===== config.mk =====
export PLATFORM = sky130hd
export DESIGN_NAME = can_ctrl_core
export DESIGN_NICKNAME = d
export VERILOG_FILES = /design/src/can_ctrl_pkg.sv /design/src/can_irq_flags.sv /design/src/can_rx_ptrs.sv /design/src/can_ctrl_core.sv
export SDC_FILE = /design/constraint.sdc
export NUM_CORES = 1
export LEC_CHECK = 0
export BUFFER_PORTS_ARGS = -buffer_cell sky130_fd_sc_hd__buf_4
export CAP_MARGIN = 20
export CORE_ASPECT_RATIO = 0.8
export CORE_MARGIN = 3
export CORE_UTILIZATION = 56
export CTS_CLUSTER_SIZE = 12
export DETAILED_ROUTE_END_ITERATION = 8
export GPL_TIMING_DRIVEN = 0
export MAX_ROUTING_LAYER = met4
export PLACE_DENSITY_LB_ADDON = 0.12
export SYNTH_ARGS = -nofsm -noshare
export SYNTH_HDL_FRONTEND = slang
export SYNTH_SLANG_ARGS = --single-unit

===== constraint.sdc =====
create_clock -name core_clk -period 2.8 [get_ports core_clk]
set_input_delay 0.56 -clock core_clk [delete_from_list [all_inputs] [get_ports core_clk]]
set_output_delay 0.56 -clock core_clk [all_outputs]
set_load 0.02 [all_outputs]

===== src/can_ctrl_pkg.sv =====
// Package with register map, field positions and types of the control block
package can_ctrl_pkg;

    // Register addresses (byte offsets on the plain port)
    localparam logic [7:0] CONTROL_ADDR = 8'h00;
    localparam logic [7:0] COMMAND_ADDR = 8'h01;
    localparam logic [7:0] STATUS_ADDR = 8'h02;
    localparam logic [7:0] EVENT_ADDR = 8'h03;
    localparam logic [7:0] MASK_ADDR = 8'h04;
    localparam logic [7:0] FIFO_ADDR = 8'h05;
    localparam logic [7:0] WIN_BASE_ADDR = 8'h10;

    // Control register field positions
    localparam int RESET_REQ_POS = 0;
    localparam int RX_IRQ_EN_POS = 1;
    localparam int TX_IRQ_EN_POS = 2;
    localparam int ERR_IRQ_EN_POS = 3;
    localparam int OVR_IRQ_EN_POS = 4;

    // Values after reset
    localparam logic [7:0] CONTROL_RESET = 8'h01;
    localparam logic [7:0] COMMAND_READBACK = 8'hff;
    localparam logic [3:0] EVENT_RESET = 4'h0;
    localparam logic [3:0] MASK_RESET = 4'hf;
    localparam logic [5:0] RAM_ZERO = 6'h00;

    // Event bit positions in the sticky event and mask registers
    localparam int EV_RX = 0;
    localparam int EV_TX = 1;
    localparam int EV_ERR = 2;
    localparam int EV_OVR = 3;
    localparam int EV_NUM = 4;

    // Receive RAM geometry and the receive window
    localparam int RAM_DEPTH = 64;
    localparam int WIN_LEN = 10;

    // Events presented by the protocol engine, one-cycle pulses
    typedef struct packed {
        logic rx_done;
        logic tx_done;
        logic tx_buf_free;
        logic err_change;
        logic overrun;
        logic bus_off;
    } core_event_t;

    // One byte written into the receive RAM by the protocol engine
    typedef struct packed {
        logic valid;
        logic is_echo;
        logic [3:0] index;
        logic [7:0] data;
    } rx_byte_t;

    // Controller operating state
    typedef enum logic [0:0] {
        MODE_OPERATING = 1'b0,
        MODE_RESET = 1'b1
    } ctrl_mode_t;

endpackage : can_ctrl_pkg


===== src/can_irq_flags.sv =====
// Sticky event flags with masking and a level interrupt
`timescale 1ns/100ps
`default_nettype none
module can_irq_flags (
    input wire logic core_clk,
    input wire logic rst,
    input wire logic [3:0] set_pulse,
    input wire logic [3:0] clear_ones,
    input wire logic clear_all,
    input wire logic [3:0] mask_bits,
    output logic [3:0] flags,
    output logic irq
);
    logic [3:0] flags_reg;

    ////////////////////////////////////////////////////////////////////
    // One sticky bit per event; a set in the clear cycle wins
    genvar gi;
    generate
        for (gi = 0; gi < can_ctrl_pkg::EV_NUM; gi++) begin : g_flag
            always_ff @(posedge core_clk or posedge rst) begin
                if (rst) begin
                    flags_reg[gi] <= 1'b0;
                end else if (set_pulse[gi]) begin
                    flags_reg[gi] <= 1'b1;
                end else if (clear_ones[gi] || clear_all) begin
                    flags_reg[gi] <= 1'b0;
                end
            end
        end
    endgenerate

    // Level interrupt while any unmasked flag is set
    assign flags = flags_reg;
    assign irq = |(flags_reg & mask_bits);

    // An unmasked event on bit 0 raises the interrupt on the next cycle
    property p_irq_level;
        @(posedge core_clk) disable iff (rst)
        (set_pulse[0] && mask_bits[0]) |=> irq;
    endproperty
    a_irq_level: assert property (p_irq_level)
        else $error("irq did not follow an unmasked event");

    property p_flag_sticky;
        @(posedge core_clk) disable iff (rst)
        (flags[0] && !clear_ones[0] && !clear_all) |=> flags[0];
    endproperty
    a_flag_sticky: assert property (p_flag_sticky)
        else $error("event flag dropped without clear");
endmodule : can_irq_flags
`default_nettype wire


===== src/can_rx_ptrs.sv =====
// Receive FIFO read and write pointers with start-address tracking
`timescale 1ns/100ps
`default_nettype none
module can_rx_ptrs (
    input wire logic core_clk,
    input wire logic rst,
    input wire logic ptr_reset,
    input wire logic release_buf,
    input wire logic [5:0] msg_len,
    input wire logic wr_advance,
    output logic [5:0] rd_ptr,
    output logic [5:0] wr_ptr,
    output logic [5:0] start_addr
);
    logic [5:0] rd_ptr_reg;
    logic [5:0] wr_ptr_reg;
    logic [5:0] start_reg;

    ////////////////////////////////////////////////////////////////////
    // Start address moves with each release outside a pointer reset; hardware reset goes to zero
    always_ff @(posedge core_clk or posedge rst) begin
        if (rst) begin
            start_reg <= can_ctrl_pkg::RAM_ZERO;
        end else if (release_buf && !ptr_reset) begin
            start_reg <= rd_ptr_reg + msg_len;
        end
    end

    // Read pointer returns to the valid start address on soft reset
    always_ff @(posedge core_clk or posedge rst) begin
        if (rst) begin
            rd_ptr_reg <= can_ctrl_pkg::RAM_ZERO;
        end else if (ptr_reset) begin
            rd_ptr_reg <= start_reg;
        end else if (release_buf) begin
            rd_ptr_reg <= rd_ptr_reg + msg_len;
        end
    end

    // Write pointer follows the same reset points
    always_ff @(posedge core_clk or posedge rst) begin
        if (rst) begin
            wr_ptr_reg <= can_ctrl_pkg::RAM_ZERO;
        end else if (ptr_reset) begin
            wr_ptr_reg <= start_reg;
        end else if (wr_advance) begin
            wr_ptr_reg <= wr_ptr_reg + msg_len;
        end
    end

    assign rd_ptr = rd_ptr_reg;
    assign wr_ptr = wr_ptr_reg;
    assign start_addr = start_reg;

    property p_ptr_reset;
        @(posedge core_clk) disable iff (rst)
        ptr_reset |=> (rd_ptr == $past(start_reg) && wr_ptr == rd_ptr);
    endproperty
    a_ptr_reset: assert property (p_ptr_reset)
        else $error("pointers not returned to start address");
endmodule : can_rx_ptrs
`default_nettype wire


===== src/can_ctrl_core.sv =====
// Control register, reset mode, interrupts and receive window of the CAN core
//
// Contract
// - Command register always reads all ones
// - Bus-off sets error flag when enabled
// - Entering reset returns receive FIFO pointers
// - Reset mode echoes sent frames, no interrupt
// - Hardware reset puts pointers at zero
// - Soft or bus-off reset uses start address
// - Overrun enable gates overrun interrupt
// - Error enable gates error/bus change interrupt
// - Transmit enable gates transmit interrupt
// - Control register is readable and writable
// - Reset request aborts frame, enters reset
// - Reset request forced by reset, bus-off
`timescale 1ns/100ps
`default_nettype none
module can_ctrl_core (
    input wire logic core_clk,
    input wire logic rst,
    input wire logic [7:0] addr,
    input wire logic [7:0] wdata,
    input wire logic wr_en,
    input wire logic rd_en,
    output logic [7:0] rdata,
    input wire can_ctrl_pkg::core_event_t core_event,
    input wire can_ctrl_pkg::rx_byte_t rx_byte,
    input wire logic [5:0] msg_len,
    input wire logic bus_off_status,
    output logic in_reset_mode,
    output logic abort_frame,
    output logic rx_lock,
    output logic irq
);
    logic [7:0] control_reg;
    logic [7:0] control_next;
    logic [7:0] rdata_reg;
    logic [3:0] mask_reg;
    logic [7:0] rx_ram_reg [can_ctrl_pkg::RAM_DEPTH];
    logic rx_lock_reg;
    logic reset_req_d_reg;
    logic [3:0] flags;
    logic [3:0] ev_set;
    logic [3:0] ev_clear;
    logic [5:0] rd_ptr;
    logic [5:0] wr_ptr;
    logic [5:0] start_addr;
    logic reset_enter;
    logic release_buf;
    logic wr_advance;
    logic [5:0] ram_wr_addr;
    logic [5:0] ram_rd_addr;
    logic [3:0] win_idx;
    can_ctrl_pkg::ctrl_mode_t mode;

    ////////////////////////////////////////////////////////////////////
    // Control register next value: software write, reset request bit forced on bus-off
    always_comb begin
        control_next = control_reg;
        if (wr_en && addr == can_ctrl_pkg::CONTROL_ADDR) begin
            control_next = wdata & 8'h1f;
        end
        if (bus_off_status || core_event.bus_off) begin
            control_next[can_ctrl_pkg::RESET_REQ_POS] = 1'b1;
        end
    end

    // Control register; hardware reset sets the reset request
    always_ff @(posedge core_clk or posedge rst) begin
        if (rst) begin
            control_reg <= can_ctrl_pkg::CONTROL_RESET;
        end else begin
            control_reg <= control_next;
        end
    end

    // Mode follows the reset request bit
    assign mode = control_reg[can_ctrl_pkg::RESET_REQ_POS] ?
        can_ctrl_pkg::MODE_RESET : can_ctrl_pkg::MODE_OPERATING;
    assign in_reset_mode = (mode == can_ctrl_pkg::MODE_RESET);

    ////////////////////////////////////////////////////////////////////
    // Edge of the reset request, used to abort and reset pointers
    always_ff @(posedge core_clk or posedge rst) begin
        if (rst) begin
            reset_req_d_reg <= 1'b1;
        end else begin
            reset_req_d_reg <= control_reg[can_ctrl_pkg::RESET_REQ_POS];
        end
    end
    assign reset_enter = control_reg[can_ctrl_pkg::RESET_REQ_POS] &&
        !reset_req_d_reg;
    assign abort_frame = reset_enter;

    ////////////////////////////////////////////////////////////////////
    // Release command on the command address, ignored in reset mode
    assign release_buf = wr_en && addr == can_ctrl_pkg::COMMAND_ADDR &&
        wdata[2] && !in_reset_mode;

    // Frames that complete advance the write pointer; echoes do not
    assign wr_advance = core_event.rx_done && !in_reset_mode;

    can_rx_ptrs u_ptrs (
        .core_clk(core_clk),
        .rst(rst),
        .ptr_reset(reset_enter),
        .release_buf(release_buf),
        .msg_len(msg_len),
        .wr_advance(wr_advance),
        .rd_ptr(rd_ptr),
        .wr_ptr(wr_ptr),
        .start_addr(start_addr)
    );

    ////////////////////////////////////////////////////////////////////
    // Receive RAM: received bytes at the write pointer, echoes at read
    assign ram_wr_addr = rx_byte.is_echo ?
        6'(rd_ptr + 6'(rx_byte.index)) :
        6'(wr_ptr + 6'(rx_byte.index));

    always_ff @(posedge core_clk) begin
        if (rx_byte.valid) begin
            rx_ram_reg[ram_wr_addr] <= rx_byte.data;
        end
    end

    // Receive window locks only on real receptions
    always_ff @(posedge core_clk or posedge rst) begin
        if (rst) begin
            rx_lock_reg <= 1'b0;
        end else if (reset_enter || release_buf) begin
            rx_lock_reg <= 1'b0;
        end else if (core_event.rx_done && !in_reset_mode) begin
            rx_lock_reg <= 1'b1;
        end
    end
    assign rx_lock = rx_lock_reg;

    ////////////////////////////////////////////////////////////////////
    // Events gated by the enables; no receive event in reset mode
    always_comb begin
        ev_set = '0;
        ev_set[can_ctrl_pkg::EV_RX] = core_event.rx_done &&
            !in_reset_mode &&
            control_reg[can_ctrl_pkg::RX_IRQ_EN_POS];
        ev_set[can_ctrl_pkg::EV_TX] =
            (core_event.tx_done || core_event.tx_buf_free) &&
            control_reg[can_ctrl_pkg::TX_IRQ_EN_POS];
        ev_set[can_ctrl_pkg::EV_ERR] =
            (core_event.err_change || core_event.bus_off) &&
            control_reg[can_ctrl_pkg::ERR_IRQ_EN_POS];
        ev_set[can_ctrl_pkg::EV_OVR] = core_event.overrun &&
            control_reg[can_ctrl_pkg::OVR_IRQ_EN_POS];
    end

    // Write-one-to-clear on the event register
    assign ev_clear = (wr_en && addr == can_ctrl_pkg::EVENT_ADDR) ?
        wdata[3:0] : 4'h0;

    can_irq_flags u_irq (
        .core_clk(core_clk),
        .rst(rst),
        .set_pulse(ev_set),
        .clear_ones(ev_clear),
        .clear_all(1'b0),
        .mask_bits(mask_reg),
        .flags(flags),
        .irq(irq)
    );

    // Interrupt mask register
    always_ff @(posedge core_clk or posedge rst) begin
        if (rst) begin
            mask_reg <= can_ctrl_pkg::MASK_RESET;
        end else if (wr_en && addr == can_ctrl_pkg::MASK_ADDR) begin
            mask_reg <= wdata[3:0];
        end
    end

    ////////////////////////////////////////////////////////////////////
    // Receive window read address
    assign win_idx = 4'(addr - can_ctrl_pkg::WIN_BASE_ADDR);
    assign ram_rd_addr = 6'(rd_ptr + 6'(win_idx));

    // Read data, one cycle after the read strobe, zero otherwise
    always_ff @(posedge core_clk or posedge rst) begin
        if (rst) begin
            rdata_reg <= 8'h00;
        end else if (!rd_en) begin
            rdata_reg <= 8'h00;
        end else begin
            case (addr)
                can_ctrl_pkg::CONTROL_ADDR:
                    rdata_reg <= control_reg;
                can_ctrl_pkg::COMMAND_ADDR:
                    rdata_reg <= can_ctrl_pkg::COMMAND_READBACK;
                can_ctrl_pkg::STATUS_ADDR:
                    rdata_reg <= {5'h00, rx_lock_reg, bus_off_status,
                        in_reset_mode};
                can_ctrl_pkg::EVENT_ADDR: rdata_reg <= {4'h0, flags};
                can_ctrl_pkg::MASK_ADDR: rdata_reg <= {4'h0, mask_reg};
                can_ctrl_pkg::FIFO_ADDR: rdata_reg <= {2'h0, start_addr};
                default: begin
                    if (addr >= can_ctrl_pkg::WIN_BASE_ADDR &&
                        addr < 8'(can_ctrl_pkg::WIN_BASE_ADDR +
                        can_ctrl_pkg::WIN_LEN)) begin
                        rdata_reg <= rx_ram_reg[ram_rd_addr];
                    end else begin
                        rdata_reg <= 8'h00;
                    end
                end
            endcase
        end
    end
    assign rdata = rdata_reg;

    ////////////////////////////////////////////////////////////////////
    // Checks
    property p_cmd_ones;
        @(posedge core_clk) disable iff (rst)
        (rd_en && addr == can_ctrl_pkg::COMMAND_ADDR) |=> rdata == 8'hff;
    endproperty
    a_cmd_ones: assert property (p_cmd_ones)
        else $error("command read not all ones");

    property p_busoff_err;
        @(posedge core_clk) disable iff (rst)
        (core_event.bus_off && control_reg[3]) |=> flags[2];
    endproperty
    a_busoff_err: assert property (p_busoff_err)
        else $error("bus-off did not set error flag");

    property p_enter_ptrs;
        @(posedge core_clk) disable iff (rst)
        reset_enter |=> ##1 (rd_ptr == wr_ptr);
    endproperty
    a_enter_ptrs: assert property (p_enter_ptrs)
        else $error("pointers not reset on entering reset");

    property p_echo_noirq;
        @(posedge core_clk) disable iff (rst)
        (in_reset_mode && !flags[0] && ev_clear == 4'h0) |=>
            (!flags[0] && !rx_lock);
    endproperty
    a_echo_noirq: assert property (p_echo_noirq)
        else $error("receive event or lock in reset mode");

    property p_hw_zero;
        @(posedge core_clk) $fell(rst) |-> (start_addr == 6'h00);
    endproperty
    a_hw_zero: assert property (p_hw_zero)
        else $error("start address not zero after hardware reset");

    property p_ovr_gate;
        @(posedge core_clk) disable iff (rst)
        (!flags[3] && ev_clear == 4'h0 && !control_reg[4]) |=> !flags[3];
    endproperty
    a_ovr_gate: assert property (p_ovr_gate)
        else $error("overrun flag set while disabled");

    property p_err_gate;
        @(posedge core_clk) disable iff (rst)
        (core_event.err_change && control_reg[3]) |=> flags[2];
    endproperty
    a_err_gate: assert property (p_err_gate)
        else $error("error change lost");

    property p_tx_gate;
        @(posedge core_clk) disable iff (rst)
        (core_event.tx_done && control_reg[2]) |=> flags[1];
    endproperty
    a_tx_gate: assert property (p_tx_gate)
        else $error("transmit event lost");

    property p_ctrl_rw;
        @(posedge core_clk) disable iff (rst)
        (wr_en && addr == 8'h00 && !bus_off_status && !core_event.bus_off
        ##1 rd_en && addr == 8'h00) |=> rdata == ($past(wdata, 2) & 8'h1f);
    endproperty
    a_ctrl_rw: assert property (p_ctrl_rw)
        else $error("control read-back mismatch");

    property p_busoff_rr;
        @(posedge core_clk) disable iff (rst)
        bus_off_status |=> in_reset_mode;
    endproperty
    a_busoff_rr: assert property (p_busoff_rr)
        else $error("reset request not forced by bus-off");

    property p_abort;
        @(posedge core_clk) disable iff (rst)
        $rose(in_reset_mode) |-> abort_frame;
    endproperty
    a_abort: assert property (p_abort)
        else $error("no abort on entering reset");

    c_enter_reset: cover property (@(posedge core_clk) disable iff (rst)
        reset_enter);
    c_leave_reset: cover property (@(posedge core_clk) disable iff (rst)
        $fell(in_reset_mode));
    c_irq: cover property (@(posedge core_clk) disable iff (rst)
        $rose(irq));
    c_echo: cover property (@(posedge core_clk) disable iff (rst)
        in_reset_mode && rx_byte.valid && rx_byte.is_echo);
endmodule : can_ctrl_core
`default_nettype wire


After elaboration in Yosys (flattened, before gate mapping)
Memory sizes are Yosys's and may differ from the RTL's.
Index checks and enable logic that the tools add are counted.
- bits in registers: 41
- RAM bits: 512
- output and inout port bits: 12
- memories kept: 1
- add/subtract/negate cells: 6
- order comparisons: 2
- equal/unequal tests: 5
- multiplexer cells: 24
- bitwise operators: 1
- reductions and logical operators: 31
- memory list (memory ; words ; width ; read ports ; clocked after Yosys merged registers in ; write ports ; line ; RTL):
    rx_ram_reg ; 64 ; 8 ; 1 ; 0 ; 1 ; can_ctrl_core.sv:39 ; logic [7:0] rx_ram_reg [can_ctrl_pkg::RAM_DEPTH];
- operator list (cell ; count):
    $pmux 8 s6 ; 1
    $mux 6 ; 5
    $add 6x4->6 ; 3
    $eq 8x2->1 const B ; 2
    $eq 8x3->1 const B ; 2
    $mux 8 ; 2
    $reduce_bool 2->1 ; 8
    $mux 1 ; 15
    $logic_and 1x1->1 ; 14
    $add 6x6->6 ; 2
    $eq 8x1->1 const B ; 1
    $ge 8x5->1 const B ; 1
    $logic_not 8->1 ; 1
    $lt 8x5->1 const B ; 1
    $and 4x4->4 ; 1
    $logic_or 1x1->1 ; 4
    $mux 4 ; 1
    $reduce_or 4->1 ; 1
    $sub 4x1->4 const B ; 1
    $logic_not 1->1 ; 3

Longest topological paths before layout
- depth after elaboration: 6
- mapped depth: 14
- depth with buffers taken out: 10

Hierarchy
From an unflattened synthesis, not the netlist that was laid out.
- cells, all modules: 1231
- area, all modules: 22845.7 µm²
- modules (own cells, without submodules) (module ; instances ; cells an instance ; area an instance (µm²)):
    can_ctrl_core ; 1 ; 1092 ; 21480.6
    can_rx_ptrs ; 1 ; 123 ; 1197.4
    can_irq_flags ; 1 ; 16 ; 167.7

Least setup slack after synthesis
Ideal clock, no wire load.
- kind: in2reg
- start point: in rx_byte[12] (netlist bit)
- end point: mem rx_ram_reg[43][0], enable pin
- library setup time: 0.371 ns
- arrival time: 3.040 ns
- data required time: 2.429 ns
- slack: -0.611 ns
- cell stages on the path: 10
- path buffers: 1
- path through: clkbuf_1 mux2_2 ha_1 fa_1 a21o_1 a21oi_1 xor2_1 nor2_1 nand2_1 nor2_1
- longest elaborated chain between the ends: 1
- ends and longest elaborated chain (what ; line ; RTL):
    start, declared ; can_ctrl_core.sv:27 ; input wire can_ctrl_pkg::rx_byte_t rx_byte,
    $mux 6 ; can_ctrl_core.sv:117 ; assign ram_wr_addr = rx_byte.is_echo ?
    end, declared ; can_ctrl_core.sv:39 ;
Every way passes these cells.

Final worst setup path
- start point: reg u_ptrs.rd_ptr_reg[0] (netlist: u_ptrs.rd_ptr[0])
- end point: reg rdata_reg[6] (netlist: rdata[6])
- longest elaborated chain between the ends: 5
- ends and longest elaborated chain (what ; line ; RTL):
    start, declared ; can_rx_ptrs.sv:15 ; logic [5:0] rd_ptr_reg;
    start signal, assigned ; can_rx_ptrs.sv:32 ; rd_ptr_reg <= can_ctrl_pkg::RAM_ZERO;
    start signal, assigned ; can_rx_ptrs.sv:34 ; rd_ptr_reg <= start_reg;
    start signal, assigned ; can_rx_ptrs.sv:36 ; rd_ptr_reg <= rd_ptr_reg + msg_len;
    $add 6x4->6 ; can_ctrl_core.sv:183 ; assign ram_rd_addr = 6'(rd_ptr + 6'(win_idx));
    $mem_v2 64x8 ; - ;
    $mux 8 ; can_ctrl_core.sv:204 ; if (addr >= can_ctrl_pkg::WIN_BASE_ADDR &&
    $pmux 8 s6 ; can_ctrl_core.sv:192 ; case (addr)
    $mux 8 ; can_ctrl_core.sv:189 ; end else if (!rd_en) begin
    end signal, assigned ; can_ctrl_core.sv:194 ; rdata_reg <= control_reg;
    end signal, assigned ; can_ctrl_core.sv:196 ; rdata_reg <= can_ctrl_pkg::COMMAND_READBACK;
    end signal, assigned ; can_ctrl_core.sv:207 ; rdata_reg <= rx_ram_reg[ram_rd_addr];
    end, declared ; can_ctrl_core.sv:37 ; logic [7:0] rdata_reg;
Every way passes these cells.
A chain may end at the register's enable or synchronous reset.

==> results.md <==
- The core region is 0.0397 mm².
- The shortest period the worst path allows is 3.17 ns.
- The tightest hold path in the finished design has a slack of 0.179 ns.
- The number of flops mapped to enable cells by yosys is 512.
- The area overhead of the layout relative to synthesis is 27.4%.
- The worst pin sits at a relative slew slack of 0.354.
- Setup repair after global routing could not meet its margin everywhere.
- The worst setup path startpoint is u_ptrs.rd_ptr[0]$_DFFE_PP0N_.
- The area of combinational cells with multiple inputs is 0.00728 mm².
- The number of synthesis warnings is 0.
- By instance count, the leading cell after synthesis is sky130_fd_sc_hd__edfxtp_1.
- The largest net degree at the start of global routing is 65.
- For this run, the post-layout net count is 1581.
- For this run, asynchronously set or reset flops after synthesis account for 0.0741.
- The peak clock frequency supported by timing is 0.316 GHz.
- The end-of-flow core utilization is 0.727.
- The number of filler cells placed in the layout is 2332.
- The number of routed nets with antenna violations is 0.
- By area the synthesized netlist is led by sky130_fd_sc_hd__edfxtp_1, sky130_fd_sc_hd__mux4_2, sky130_fd_sc_hd__dfrtp_1.
- The total count of hold-check failures in the final report is 0.
- Summing every instance area after synthesis gives 0.0227 mm².
- The clock passes through at most 3 buffers.
- The cell depth of the worst flop-to-flop path is 13.
- The data arrival time of the worst path is 3.64 ns.
- Setup violations remaining at the end of the flow were counted as 520.
- The register with the most flip-flops in the layout has 512 of them.
- For the final database, setup skew stands at 0.0185 ns.
- Of all cell types, the one taking the most synthesized area is sky130_fd_sc_hd__edfxtp_1.
- The clock buffer count from CTS is 54.
- Along the worst path, the maximum fanout reaches 5.
- The startpoint of the worst register-to-register path is u_ptrs.rd_ptr[0]$_DFFE_PP0N_.
- Row generation in the floorplan step produced 65 rows.
- The via count normalized by instance count is 6.49.
- The number of clock sinks seen by CTS is 553.
- The number of antenna violations at the first check in global routing is 0.
- Data on the critical path is required at its endpoint by 3.27 ns.
- For this configuration, the core starts out at a cell density of 0.571.
- After layout, the worst setup slack is -0.366 ns.
- The sum of net half-perimeters after detailed placement is 36600 µm.
- The maximum vdd ir drop is 0.596 mV.
- The level count of the clock H-tree is 2.
- Of the post-synthesis cell area, the dominant cell type holds 0.679.
- The die covers 0.0429 mm².
- The number of remaining DRC errors is 0.
- The cell count after synthesis came out at 1285.
- Dividing the detail-routed wire length by the instance count gives 29.4 µm.
- The synthesized flop and latch total is 553.
- The actual slew at the worst max-slew pin is 0.942 ns.
- From bottom edge to top edge, the die measures 186 µm.
- The weighted congestion at the end of routability-driven global placement is 0.991.
- The post-synthesis sequential area ratio is 0.724.
- After detailed routing, the total wire length is 61500 µm.
- The wire length of the first global-routing pass is 88000 µm.
- The later-pin clock latency in the skew report is 0.60 ns.
- Registers take 0.0164 mm².
- The worst setup path is launched from a register.
- The min-delay analysis places its worst path in the category input pin to register.
- The number of placed cells counting well taps is 1878.
- TritonCTS built the clock tree.
- The number of global-route vias before repair is 13200.
- The worst hold path passes through 3 cells.
- The post-route fraction of the period consumed by the critical path is 1.13.
- In the global route stage, overall resource usage came out at 0.293.
- The count of unique library cells instantiated by Yosys is 55.
- The max-cap violation count is 0.
- The total vias in the final route is 13500.
- The number of I/O pins is 59.
- The most used flip-flop cell after synthesis is sky130_fd_sc_hd__edfxtp_1.
- The path type of the worst setup path is register to register.
- Clock-pin slew was measured on the worst setup and hold paths at 0.06 ns.
- The tree is rooted in a sky130_fd_sc_hd__clkbuf_16.
- In this run the static leakage power is 9.66 nW.
- The floorplan step set the die width to 231 µm.
- The first detailed-routing pass took 6 iterations.
- Excluding fillers, the count of instances in the completed layout stands at 2088.
- The checks that failed: negative setup slack.
- After global routing the overflow that remains totals 0.
- The max-slew violation count is 0.
- Dividing total power by cell area gives a power density of 626 mW/mm².
- During placement, the flow inserted port buffers numbering 54.
- The run finished, with violations left.
- OpenSTA, run right after detailed placement, puts the worst setup slack at -1.84 ns.
- The startpoint identified for the worst hold timing path is core_event[0].
- The number of design-rule violations left by the first detailed-router iteration is 1816.
- STA classifies the critical path endpoint as a register.
- 0 antenna diodes ended up in the layout.
- The post-synthesis average cell area is 17.6 µm².
- The share of layout cells above drive strength 1 is 0.377.
- The number of nets in the synthesized netlist is 1354.
- The commonest cells after synthesis are sky130_fd_sc_hd__edfxtp_1, sky130_fd_sc_hd__nand2_1, sky130_fd_sc_hd__mux4_2.
## metal layers
metal,track usage,part of all wire,up-vias
li1,-,-,5551
met1,0.422,0.40,7051
met4,0.0833,0.031,0
met3,0.0435,0.094,143
met5,-,0,-
met2,0.448,0.47,797
## report_power, final
group	internal [W]	leakage [nW]	switching [W]	total, W
Sequential	0.00913	5.14	0.0000447	0.00917
Combinational	0.000846	3.74	0.00121	0.00206
Clock	0.00384	0.781	0.00301	0.00685
Total	0.0138	9.66	0.00426	0.0181
## final cells by class
cell class | count | share of cell area
timing repair buffer | 173 | 0.0803
inverter | 14 | 0.00182
tap | 536 | 0.0232
clock buffer | 89 | 0.0535
clock inverter | 7 | 0.00265
sequential | 553 | 0.569
buffer | 54 | 0.0175
multi-input combinational | 662 | 0.252
## cells by family (layout without fill, tap and decap cells)
kind of cell | after synthesis | after routing | share of synthesized area
AND/OR/NAND/NOR | 337 | 337 | 0.0638
flip-flops | 553 | 553 | 0.724
multiplexers | 158 | 158 | 0.136
AO/OA/AOI/OAI | 122 | 122 | 0.0369
buffers and inverters | 70 | 337 | 0.0147
XOR/XNOR | 23 | 23 | 0.0104
adder cells (fa/ha/maj) | 22 | 22 | 0.0135
## critical path, stage by stage, from the launching register on
cell and delay [ns]:
sky130_fd_sc_hd__dfrtp_2 0.41, sky130_fd_sc_hd__ha_4 0.15, sky130_fd_sc_hd__inv_2 0.03, sky130_fd_sc_hd__fa_2 0.35, sky130_fd_sc_hd__buf_8 0.15, sky130_fd_sc_hd__xnor2_4 0.15
sky130_fd_sc_hd__buf_12 0.16, sky130_fd_sc_hd__buf_12 0.11, sky130_fd_sc_hd__clkbuf_16 0.14, sky130_fd_sc_hd__mux4_2 0.52, sky130_fd_sc_hd__mux2i_2 0.28, sky130_fd_sc_hd__a22oi_1 0.15
sky130_fd_sc_hd__and3_1 0.18, sky130_fd_sc_hd__a211o_1 0.26
## metrics by stage
stage / instance area (µm²) / TNS (ns) / power [W]
floorplan: 23200 / -148.54 / 0.0103
global placement: 24300 / -426.13 / 0.0109
detailed placement: 24300 / -389.58 / 0.0109
CTS: 28300 / -13.18 / 0.0180
global route: 28900 / -101.55 / 0.0186
finish: 28900 / -78.60 / 0.0181
## cells in the final DEF, fill, tap and decap left out, drive strengths merged, types with 9 or more instances in the layout
cell type  count
ha            18
nand4         18
clkbuf       113
xor2          11
mux4         118
a21oi         31
xnor2         12
nand2        154
dfrtp         35
mux2i         25
inv           16
a31oi          9
nor2b         11
o21ai         21
edfxtp       512
nor2          92
mux2          15
a21o          12
buf          202
nand3         39
a22oi         13
## worst paths after layout
kind / slack (ns) / endpoint
min in group asynchronous: 0.43 / u_ptrs.wr_ptr[0]$_DFFE_PP0P_
max in group asynchronous: 1.86 / mask_reg[2]$_DFFE_PP1P_
min reg2reg: 0.43 / reset_req_d_reg$_DFF_PP1_
min: 0.18 / control_reg[0]$_DFFE_PP1P_
max reg2reg: -0.37 / rdata[6]$_DFF_PP0_
max: -0.37 / rdata[6]$_DFF_PP0_
## timing repair
| item | CTS | global route |
|---|---|---|
| setup endpoints to repair | 521 | 520 |
| pin swaps | 89 | 63 |
| hold endpoints to repair | 5 | 0 |
| hold buffers | 1 | 0 |
| cloned | 0 | 2 |
| setup buffers | 96 | 17 |
| gates resized for setup | 201 | 66 |
Note: power is estimated with default switching activity, not from simulation.
